$ cat config.mk
export PLATFORM = sky130hd
export DESIGN_NAME = scm_clock_mode_ctrl
export DESIGN_NICKNAME = d
export VERILOG_FILES = /design/src/design/scm_pkg.sv /design/src/design/scm_sync.sv /design/src/design/scm_clock_mode_ctrl.sv
export SDC_FILE = /design/constraint.sdc
export NUM_CORES = 1
export LEC_CHECK = 0
export BUFFER_PORTS_ARGS = -buffer_cell sky130_fd_sc_hd__clkbuf_2
export CORE_MARGIN = 5
export CORE_UTILIZATION = 30
export DETAILED_ROUTE_END_ITERATION = 16
export PLACE_DENSITY = 0.52
export SLEW_MARGIN = 15
export SYNTH_ARGS = -nofsm -noshare
export SYNTH_HDL_FRONTEND = slang
export SYNTH_SLANG_ARGS = --single-unit
$ cat constraint.sdc
create_clock -name clk -period 3.8 [get_ports clk]
set_input_delay 0.19 -clock clk [delete_from_list [all_inputs] [get_ports clk]]
set_output_delay 0.19 -clock clk [all_outputs]
set_load 0.05 [all_outputs]
$ cat src/design/scm_pkg.sv
/*
 * Constants shared by the system clock and mode control block.
 * Assumes one 25 MHz clock and a plain register port with 4-bit address.
 */
package scm_pkg;
    localparam int CLK_HZ = 25000000;
    localparam int ADDR_W = 4;
    localparam int DATA_W = 8;
    localparam int DIV_W = 6;
    localparam int SYNC_STAGES = 2;

    // Register addresses
    localparam logic [3:0] ADDR_CLOCK_MODE = 4'h0;
    localparam logic [3:0] ADDR_IDLE_FLAGS = 4'h1;

    // Clock mode register fields
    localparam int CM_DIV_LSB = 5;
    localparam int CM_LOW_READY = 3;
    localparam int CM_HIGH_READY = 2;
    localparam int CM_IDLE_ON_HALT = 1;
    localparam int CM_HIGH_SELECT = 0;

    // Idle clock and reset flag register fields
    localparam int IF_SYSCLK_IN_IDLE = 7;
    localparam int IF_RESET_CTRL = 3;
    localparam int IF_LOW_VOLT = 2;
    localparam int IF_LVR_INVALID = 1;
    localparam int IF_WDT_CTRL = 0;

    // Values after reset
    localparam logic [2:0] RST_DIV_SELECT = 3'h0;
    localparam logic RST_IDLE_ON_HALT = 1'b1;
    localparam logic RST_HIGH_SELECT = 1'b1;
    localparam logic RST_SYSCLK_IN_IDLE = 1'b0;
    localparam logic [3:0] RST_FLAGS = 4'h0;

    // Divider codes
    localparam logic [2:0] DIV_CODE_SLOW_MAX = 3'h1;
    // Shift is eight minus the code: 010 gives /64, 111 gives /2
    localparam logic [3:0] DIV_SHIFT_TOP = 4'h8;
    localparam logic [3:0] DIV16_MASK = 4'hf;
    localparam logic [5:0] DIV64_MASK = 6'h3f;

    typedef enum logic [2:0] {
        SCM_RUN,
        SCM_IDLE_CLOCK_OFF,
        SCM_IDLE_CLOCK_ON,
        SCM_DEEP_SLEEP,
        SCM_SLEEP_WDT
    } scm_mode_t;
endpackage

$ cat src/design/scm_sync.sv
/*
 * Two-flop synchroniser for a group of asynchronous levels.
 * Assumes inputs are quasi-static levels from outside the clk domain.
 */
`timescale 1ns/1ps
module scm_sync #(
    parameter int WIDTH = 1
) (
    input wire logic clk,
    input wire logic rst,
    input wire logic [WIDTH-1:0] async_in,
    output logic [WIDTH-1:0] sync_out
);
    typedef struct packed {
        logic [WIDTH-1:0] meta;
        logic [WIDTH-1:0] stable;
    } scm_sync_state_t;

    scm_sync_state_t s_r;
    scm_sync_state_t s_nxt;

    always_comb begin
        s_nxt = s_r;
        s_nxt.meta = async_in;
        // First stage only feeds the second
        s_nxt.stable = s_r.meta;
    end

    always_ff @(posedge clk) begin
        if (rst) begin
            s_r <= '0;
        end else begin
            s_r <= s_nxt;
        end
    end

    assign sync_out = s_r.stable;
endmodule // scm_sync

$ cat src/design/scm_clock_mode_ctrl.sv
/*
 * System clock source, divider, halt mode and reset cause flags.
 * Assumes clk is the fast oscillator, slow oscillator arrives on a pin.
 */
`timescale 1ns/1ps
module scm_clock_mode_ctrl (
    input wire logic clk,
    input wire logic rst,
    input wire logic [3:0] addr,
    input wire logic [7:0] wdata,
    input wire logic wr,
    input wire logic rd,
    output logic [7:0] rdata,
    input wire logic slow_clk_pin,
    input wire logic fast_osc_stable_pin,
    input wire logic slow_osc_stable_pin,
    input wire logic halt,
    input wire logic wake,
    input wire logic wdt_enabled,
    input wire logic reset_ctrl_event,
    input wire logic low_volt_event,
    input wire logic wdt_ctrl_event,
    input wire logic voltage_reset_config_undefined,
    output logic system_clk_en,
    output logic cpu_clk_en,
    output logic fast_div16_en,
    output logic fast_div64_en,
    output logic wdt_clk_en,
    output logic time_base_en,
    output logic fast_osc_run,
    output logic slow_osc_run,
    output logic cpu_halted,
    output logic sw_reset_req
);
    typedef struct packed {
        logic [2:0] div_select;
        logic idle_on_halt;
        logic high_select;
        logic sysclk_in_idle;
        logic [3:0] flags;
        logic low_ready;
        logic cur_slow;
        logic [2:0] cur_shift;
        logic [5:0] div_cnt;
        scm_pkg::scm_mode_t mode;
        logic [7:0] rdata;
        logic slow_q;
        logic cfg_bad_q;
        logic sw_reset;
    } scm_state_t;

    scm_state_t s_r;
    scm_state_t s_nxt;
    logic [2:0] sync_q;
    logic fast_stable;
    logic slow_stable;
    logic slow_level;
    logic slow_tick;
    logic high_ready;
    logic tgt_slow;
    logic [2:0] tgt_shift;
    logic [5:0] mask;
    logic cur_tick;
    logic cur_ready;
    logic new_ready;
    logic awake;
    logic sys_on;
    logic wr_flags;

    scm_sync #(
        .WIDTH(3)
    ) u_sync (
        .clk(clk),
        .rst(rst),
        .async_in({slow_clk_pin, slow_osc_stable_pin, fast_osc_stable_pin}),
        .sync_out(sync_q)
    );

    assign fast_stable = sync_q[0];
    assign slow_stable = sync_q[1];
    assign slow_level = sync_q[2];
    assign slow_tick = slow_level & ~s_r.slow_q;
    assign awake = (s_r.mode != scm_pkg::SCM_DEEP_SLEEP) &&
        (s_r.mode != scm_pkg::SCM_SLEEP_WDT);
    // Fast source released in either sleep mode, or once the slow source really drives
    assign fast_osc_run = awake && !(s_r.cur_slow && tgt_slow);
    assign high_ready = fast_stable & fast_osc_run;
    assign tgt_slow = !s_r.high_select &&
        (s_r.div_select <= scm_pkg::DIV_CODE_SLOW_MAX);
    assign tgt_shift = s_r.high_select ? 3'h0 :
        3'(scm_pkg::DIV_SHIFT_TOP - {1'b0, s_r.div_select});
    assign mask = 6'((7'h1 << s_r.cur_shift) - 7'h1);
    assign cur_tick = s_r.cur_slow ? slow_tick :
        (high_ready && ((s_r.div_cnt & mask) == mask));
    assign cur_ready = s_r.cur_slow ? s_r.low_ready : high_ready;
    assign new_ready = tgt_slow ? s_r.low_ready : high_ready;
    assign sys_on = (s_r.mode == scm_pkg::SCM_RUN) ||
        (s_r.mode == scm_pkg::SCM_IDLE_CLOCK_ON);
    assign wr_flags = wr && (addr == scm_pkg::ADDR_IDLE_FLAGS);

    always_comb begin
        s_nxt = s_r;
        s_nxt.slow_q = slow_level;
        s_nxt.div_cnt = high_ready ? 6'(s_r.div_cnt + 6'h1) : 6'h0;
        // Switch only at an old-source edge, or when the old one is dead
        if (((tgt_slow != s_r.cur_slow) ||
             (!tgt_slow && (tgt_shift != s_r.cur_shift))) &&
            new_ready && (cur_tick || !cur_ready)) begin
            s_nxt.cur_slow = tgt_slow;
            s_nxt.cur_shift = tgt_shift;
        end
        if ((s_r.mode == scm_pkg::SCM_DEEP_SLEEP) || !slow_stable) begin
            s_nxt.low_ready = 1'b0;
        end else if (slow_tick) begin
            s_nxt.low_ready = 1'b1;
        end
        case (s_r.mode)
            scm_pkg::SCM_RUN: begin
                if (halt) begin
                    if (s_r.idle_on_halt) begin
                        s_nxt.mode = s_r.sysclk_in_idle ?
                            scm_pkg::SCM_IDLE_CLOCK_ON :
                            scm_pkg::SCM_IDLE_CLOCK_OFF;
                    end else begin
                        s_nxt.mode = wdt_enabled ? scm_pkg::SCM_SLEEP_WDT :
                            scm_pkg::SCM_DEEP_SLEEP;
                    end
                end
            end
            scm_pkg::SCM_IDLE_CLOCK_OFF,
            scm_pkg::SCM_IDLE_CLOCK_ON,
            scm_pkg::SCM_DEEP_SLEEP,
            scm_pkg::SCM_SLEEP_WDT: begin
                if (wake) begin
                    s_nxt.mode = scm_pkg::SCM_RUN;
                end
            end
            default: begin
                s_nxt.mode = scm_pkg::SCM_RUN;
            end
        endcase
        if (wr && (addr == scm_pkg::ADDR_CLOCK_MODE)) begin
            s_nxt.div_select = wdata[scm_pkg::CM_DIV_LSB +: 3];
            s_nxt.idle_on_halt = wdata[scm_pkg::CM_IDLE_ON_HALT];
            s_nxt.high_select = wdata[scm_pkg::CM_HIGH_SELECT];
        end
        if (wr_flags) begin
            s_nxt.sysclk_in_idle = wdata[scm_pkg::IF_SYSCLK_IN_IDLE];
            // Writes can only clear; a one leaves the flag alone
            s_nxt.flags = s_r.flags & wdata[3:0];
        end
        // Set after clear so a same-cycle event wins
        if (reset_ctrl_event) begin
            s_nxt.flags[scm_pkg::IF_RESET_CTRL] = 1'b1;
        end
        if (low_volt_event) begin
            s_nxt.flags[scm_pkg::IF_LOW_VOLT] = 1'b1;
        end
        if (voltage_reset_config_undefined) begin
            s_nxt.flags[scm_pkg::IF_LVR_INVALID] = 1'b1;
        end
        if (wdt_ctrl_event) begin
            s_nxt.flags[scm_pkg::IF_WDT_CTRL] = 1'b1;
        end
        s_nxt.cfg_bad_q = voltage_reset_config_undefined;
        s_nxt.sw_reset = voltage_reset_config_undefined &&
            !s_r.cfg_bad_q;
        s_nxt.rdata = 8'h00;
        if (rd && (addr == scm_pkg::ADDR_CLOCK_MODE)) begin
            s_nxt.rdata = {s_r.div_select, 1'b0, s_r.low_ready,
                high_ready, s_r.idle_on_halt, s_r.high_select};
        end else if (rd && (addr == scm_pkg::ADDR_IDLE_FLAGS)) begin
            s_nxt.rdata = {s_r.sysclk_in_idle, 3'h0, s_r.flags};
        end
    end

    always_ff @(posedge clk) begin
        if (rst) begin
            s_r.div_select <= scm_pkg::RST_DIV_SELECT;
            s_r.idle_on_halt <= scm_pkg::RST_IDLE_ON_HALT;
            s_r.high_select <= scm_pkg::RST_HIGH_SELECT;
            s_r.sysclk_in_idle <= scm_pkg::RST_SYSCLK_IN_IDLE;
            s_r.flags <= scm_pkg::RST_FLAGS;
            s_r.low_ready <= 1'b0;
            s_r.cur_slow <= 1'b0;
            s_r.cur_shift <= 3'h0;
            s_r.div_cnt <= 6'h0;
            s_r.mode <= scm_pkg::SCM_RUN;
            s_r.rdata <= 8'h00;
            s_r.slow_q <= 1'b0;
            s_r.cfg_bad_q <= 1'b0;
            s_r.sw_reset <= 1'b0;
        end else begin
            s_r <= s_nxt;
        end
    end

    // System clock runs in idle-on, stops in idle-off and sleep
    assign system_clk_en = cur_tick && sys_on;
    assign cpu_clk_en = cur_tick && (s_r.mode == scm_pkg::SCM_RUN);
    // Derived clocks die with the fast oscillator
    assign fast_div16_en = high_ready &&
        (s_r.div_cnt[3:0] == scm_pkg::DIV16_MASK);
    assign fast_div64_en = high_ready &&
        (s_r.div_cnt == scm_pkg::DIV64_MASK);
    assign slow_osc_run = s_r.mode != scm_pkg::SCM_DEEP_SLEEP;
    assign wdt_clk_en = slow_tick && slow_osc_run;
    assign time_base_en = slow_tick && awake;
    assign cpu_halted = s_r.mode != scm_pkg::SCM_RUN;
    assign sw_reset_req = s_r.sw_reset;
    assign rdata = s_r.rdata;

    AST_FAST_STOP: assert property (@(posedge clk) disable iff (rst)
        (s_r.cur_slow && tgt_slow) |-> !fast_osc_run && !fast_div16_en)
        else $error("fast oscillator runs under slow clock");
    AST_DIV64_GAP: assert property (@(posedge clk) disable iff (rst)
        (fast_div64_en) |=> !fast_div64_en [*8])
        else $error("div64 pulses too close");
    AST_UNDIV: assert property (@(posedge clk) disable iff (rst)
        (!s_r.cur_slow && s_r.cur_shift == 3'h0 && high_ready && sys_on)
        |-> system_clk_en)
        else $error("undivided fast clock missed a cycle");
    AST_DIV_MAP: assert property (@(posedge clk) disable iff (rst)
        !s_r.high_select |->
        (s_r.div_select != 3'h2 || tgt_shift == 3'h6) &&
        (s_r.div_select != 3'h7 || tgt_shift == 3'h1))
        else $error("divider code maps to wrong ratio");
    AST_SLOW_SEL: assert property (@(posedge clk) disable iff (rst)
        (s_r.cur_slow && system_clk_en) |-> slow_tick)
        else $error("slow source tick from wrong clock");
    AST_LOW_READY: assert property (@(posedge clk) disable iff (rst)
        (s_r.mode == scm_pkg::SCM_DEEP_SLEEP) |=> !s_r.low_ready)
        else $error("low ready set in deep sleep");
    AST_SLOW_WAIT: assert property (@(posedge clk) disable iff (rst)
        (!s_r.cur_slow ##1 s_r.cur_slow) |-> $past(s_r.low_ready))
        else $error("slow switch before low ready");
    AST_HALT_IDLE: assert property (@(posedge clk) disable iff (rst)
        (s_r.mode == scm_pkg::SCM_RUN && halt && s_r.idle_on_halt &&
         !s_r.sysclk_in_idle) |=>
        (s_r.mode == scm_pkg::SCM_IDLE_CLOCK_OFF) && !system_clk_en)
        else $error("idle clock off entry wrong");
    AST_HALT_SLEEP: assert property (@(posedge clk) disable iff (rst)
        (s_r.mode == scm_pkg::SCM_RUN && halt && !s_r.idle_on_halt &&
         wdt_enabled) |=> (s_r.mode == scm_pkg::SCM_SLEEP_WDT))
        else $error("sleep with watchdog not entered");
    AST_IDLE_ON: assert property (@(posedge clk) disable iff (rst)
        (s_r.mode == scm_pkg::SCM_IDLE_CLOCK_ON && cur_tick) |->
        system_clk_en && !cpu_clk_en)
        else $error("idle clock on gating wrong");
    AST_FLAG_NO_SET: assert property (@(posedge clk) disable iff (rst)
        (wr_flags && !s_r.flags[scm_pkg::IF_RESET_CTRL] &&
         !reset_ctrl_event) |=> !s_r.flags[scm_pkg::IF_RESET_CTRL])
        else $error("write set reset control flag");
    AST_FLAG_STICKY: assert property (@(posedge clk) disable iff (rst)
        (s_r.flags[scm_pkg::IF_WDT_CTRL] && !wr_flags) |=>
        s_r.flags[scm_pkg::IF_WDT_CTRL])
        else $error("watchdog control flag lost");
    AST_LVR_EVT: assert property (@(posedge clk) disable iff (rst)
        low_volt_event |=> s_r.flags[scm_pkg::IF_LOW_VOLT])
        else $error("low voltage flag not set");
    AST_BAD_CFG: assert property (@(posedge clk) disable iff (rst)
        $rose(voltage_reset_config_undefined) |=>
        sw_reset_req && s_r.flags[scm_pkg::IF_LVR_INVALID])
        else $error("bad voltage config not handled");
    AST_RD_ZERO: assert property (@(posedge clk) disable iff (rst)
        (rd && addr == scm_pkg::ADDR_IDLE_FLAGS) |=>
        (rdata[6:4] == 3'h0))
        else $error("unimplemented bits not zero");
    AST_RD_BIT4: assert property (@(posedge clk) disable iff (rst)
        (rd && addr == scm_pkg::ADDR_CLOCK_MODE) |=> !rdata[4])
        else $error("clock mode bit 4 not zero");
    AST_HIGH_READY: assert property (@(posedge clk) disable iff (rst)
        !fast_osc_run |-> !high_ready)
        else $error("high ready without fast oscillator");

    COV_SLOW: cover property (@(posedge clk) disable iff (rst)
        !s_r.cur_slow ##1 s_r.cur_slow);
    COV_DEEP: cover property (@(posedge clk) disable iff (rst)
        s_r.mode == scm_pkg::SCM_DEEP_SLEEP ##1 wake);
    COV_IDLE_ON: cover property (@(posedge clk) disable iff (rst)
        s_r.mode == scm_pkg::SCM_IDLE_CLOCK_ON && system_clk_en);
    COV_CLEAR: cover property (@(posedge clk) disable iff (rst)
        wr_flags && s_r.flags != 4'h0);
endmodule // scm_clock_mode_ctrl

==> results.txt <==
- Once layout is complete, the utilization of the core stands at 0.361.
- Syn avg cell area: 9.08 µm²
- Vias/cell: 4.76
* Clock tree buffer depth: 2
- Across the routed clock network, the largest skew measured is 5.34 ps.
* Class of the tightest hold or removal check: primary input to flop
- Share of flip-flops with an asynchronous set or reset: 0
* Vias in the first global route: 1477
* Met1 wire length: 1810 µm
- Met3 Wirelength: 198 µm
* Longest individual stage delay on the worst path: 350 ps
* Terminating pin of the worst hold path: u_sync.s_nxt[1]$_SDFF_PP0_
- Counting every sink on the clock net gives 40.
* Number of warnings issued by yosys: 0
* Area growth, synth to finish: 16.1%
- Post-CTS Setup Inserts: 0
* Count of flip-flops with a built-in enable after synthesis: 0
* Routed wirelength normalized by instance count: 12.2 µm
- The initial antenna violation count is 0.
- Buffers inserted during clock tree synthesis total 5.
- The die covers 0.00785 mm².
- After detailed routing, the number of remaining DRC violations is 0.
- Effective utilization at floorplan: 0.311
- In this run the number of H-tree levels came out at 2.
- Cells on worst reg2reg path: 10
- Post-detailed-route count of antenna-violating nets: 0
- The slowest stage of the critical path is the dfxtp_1 cell.
- After floorplanning, the core was sized to cover 0.00596 mm².
- Wire length on met2: 1780 µm
* Reg-to-reg startpoint: s_r[33]$_SDFFE_PP0P_
- In this run, post-CTS repair resized a total of 0 instances.
* Sort of element at the end of the critical path: output pin
* Endpoint arrival time on the critical path: 2720 ps
* Global-route wire length before repair: 6580 µm
- Die width: 88.6 µm
- Of the total synthesized cell area, the portion taken by XOR and XNOR cells is 0.0236.
- Power share of the sequential group: 0.540
* Compound-cell area share of the yosys netlist: 0.134
- Dominant combinational cell family by area after synthesis: simple AND/OR/NAND/NOR gates
- TritonCTS clock tree: yes
* Clock latency on the worst-skew pair: 290 ps
- Setup repair after global routing missed its margin: false
- Setup-violating endpoint count in the final report: 0
* Post-Synth Simple-Gate Area: 0.239
- Of the total power, combinational logic draws 0.106.
- Setup CP Type: flop to output pin
- Of the total power, the share spent switching nets is 0.251.
- Placer congestion estimate: 0.775
- Synthesized area: 0.00185 mm²
* Clock period minus final worst setup slack: 2910 ps
- In the global route stage, overall resource usage came out at 0.108.
- In this run, the number of DRC markers left after iteration 0 of detailed routing was 47.
- Summed over all nets, the half-perimeter wirelength after detailed placement is 2910 µm.
- Hold_buf cts: 0
- STA puts the critical path data required time at 3610 ps.
- For this design the total switching power over the nets is 204 µW.
- Gate Count Post-Synth: 204
* Number of search-and-repair iterations in the first detailed-routing pass: 4
- Number of I/O pins: 44
- In the final design database the tool counted 268 nets.
- Setup slack on the worst flop-to-flop path: 1160 ps
* Synth Area in Adders: 0.0270
- The max-slew violation count was 0.
- STA classifies the critical path startpoint as a flop.
- Post-route clock period utilization: 0.767
- Clock-pin slew was measured on the worst setup and hold paths at 70 ps.
* Proportion of power drawn by the clock network: 0.354
- The number of nets in the synthesized netlist is 234.
* Fmax: 343 MHz
- For this run, the register share of the synthesized area comes to 0.432.
- Vertical die dimension: 88.6 µm
* Top routing layer in use: met4
- The count of endpoints failing hold in the final timing report is 0.
- Final TNS setup: 0 ps
- Cell depth of the worst hold path: 2
- Dividing total power by cell area gives a power density of 379 mW/mm².
- Top flip-flop cell by instance count after synthesis: dfxtp_1
- DR vias: 1495
* Critical hold path startpoint: slow_osc_stable_pin
* Actual slew at the worst max-slew pin: 754 ps
- In this run the tool buffered the top-level ports with 41 buffer cells.
- Number of standard-cell rows in the floorplan: 28
- Maximum fanout along the worst path: 7
- Root buffer cell: clkbuf_8
- Worst rel slew slack: 0.497
* Worst supply voltage drop on vdd: 0.170 mV
- Largest net degree at the start of global routing: 38
* Static Leakage: 0.869 nW
- List of cells traversed by the critical path: inv_1 -> ha_1 -> o21ba_2 -> or2_1 -> inv_1 -> ha_1 -> nand4b_1 -> buf_4 -> nor2_1 -> and3_1 -> clkbuf_2
- Result of the run: complete, no violations
* Fraction of final layout cells with drive strength greater than 1: 0.218
* Max_cap viols: 0
* Destination of the worst register-to-register timing path: s_r[22]$_SDFFE_PP0P_
- Gr ovfl total: 0
- Internal power component: 610 µW
- Unique cell type count in the Yosys netlist: 46
* Post-synthesis register bit count: 40
- Diodes inserted: 0
* Mux share of post-synthesis cell area: 0.0709
- Wires add up to 3840 µm.
[synthesized netlist by cell type (all sizes together) (2+ instances only)]
cell	n	area [µm²]
inv	8	30.0
a211o	2	17.5
clkbuf	5	18.8
nand2	5	18.8
nand2b	5	31.3
dfxtp	40	801
nor2	24	90.1
nand3b	2	15.0
nor3	12	60.1
mux2i	12	120
a21oi	8	40.0
or3	3	18.8
ha	4	50.1
or2	2	12.5
xnor2	2	17.5
nor3b	3	22.5
buf	10	82.6
nor2b	15	93.8
o21ai	7	35.0
xor2	3	26.3
nand3	4	20.0
a211oi	5	47.5
a32oi	2	17.5
[metrics by stage]
| step | instances | hold WS (ps) | worst slack (ps) | cell area, µm² | power (mW) |
|---|---|---|---|---|---|
| 2_1_floorplan | 204 | 308 | 850 | 1850 | 0.511 |
| 3_3_place_gp | 306 | 381 | 1200 | 2060 | 0.536 |
| 3_5_place_dp | 306 | 387 | 1160 | 2060 | 0.537 |
| 4_1_cts | 314 | 98.8 | 871 | 2150 | 0.826 |
| 5_1_grt | 314 | 96.9 | 694 | 2150 | 0.859 |
| 6_report | 314 | 101 | 886 | 2150 | 0.815 |
[how the worst max path moves through the flow]
stage / to / from / cells after the start / slack [ps]
after floorplan: fast_div64_en / s_r[33]$_SDFFE_PP0P_ / 10 / 850
after global placement: s_r[22]$_SDFFE_PP0P_ / s_r[33]$_SDFFE_PP0P_ / 10 / 1200
after detailed placement: s_r[22]$_SDFFE_PP0P_ / s_r[33]$_SDFFE_PP0P_ / 10 / 1160
after CTS: fast_div64_en / s_r[33]$_SDFFE_PP0P_ / 11 / 870
after global routing: fast_div64_en / s_r[32]$_SDFFE_PP0P_ / 10 / 690
final: fast_div64_en / s_r[33]$_SDFFE_PP0P_ / 11 / 890
[cells in the final DEF (no fill, tap or decap), types with 6 or more instances in the layout]
master,netlist,layout
nor2b_1,15,15
a21oi_1,8,8
clkbuf_2,0,41
nor3_1,12,12
o21ai_0,7,7
inv_1,8,8
dfxtp_1,40,40
clkbuf_8,0,6
nor2_1,24,24
mux2i_1,12,12
[critical path: cells and delay by family, from the launching register on]
family | cells | cell delay (ps)
AO/OA/AOI/OAI | 1 | 270
adder cells (fa/ha/maj) | 2 | 350
buffers and inverters | 4 | 680
flip-flops | 1 | 350
AND/OR/NAND/NOR | 4 | 790
[cell type report]
cell class,instances,area [µm²]
timing repair buffer,42,213
multi-input combinational,141,921
clock buffer,7,86.3
tap,75,93.8
inverter,8,30.0
sequential,40,801
clock inverter,1,7.51
fill,658,3800
[flip-flops by register name, summed over array words and instances, names as in the netlist]
signal,flops
u_sync.s_nxt,3
rdata,7
u_sync.sync_out,3
sw_reset_req,1
s_r,26
[logic make-up after synthesis]
family	count (synthesis)
and+or+nand+nor	83
DFF	40
AOI/OAI and AO/OA	35
buffers and inverters	23
muxes	13
xor gates and xnor gates	5
adders and majority gates	4
other	1
[power groups by stage]
| stage | logic [mW] | clock network (mW) | registers [mW] |
|---|---|---|---|
| 2_1_floorplan | 0.0632 | 0 | 0.448 |
| 3_3_place_gp | 0.0871 | 0 | 0.449 |
| 3_5_place_dp | 0.0876 | 0 | 0.450 |
| 4_1_cts | 0.0879 | 0.298 | 0.439 |
| 5_1_grt | 0.0964 | 0.321 | 0.442 |
| 6_report | 0.0864 | 0.289 | 0.440 |
[routing by layer]
metal / vias to the layer above / GRT usage
li1: 768 / -
met1: 690 / 0.135
met2: 32 / 0.171
met3: 5 / 0.0335
met4: 0 / 0.0453
met5: - / 0
(Power assumes the default switching activity.)
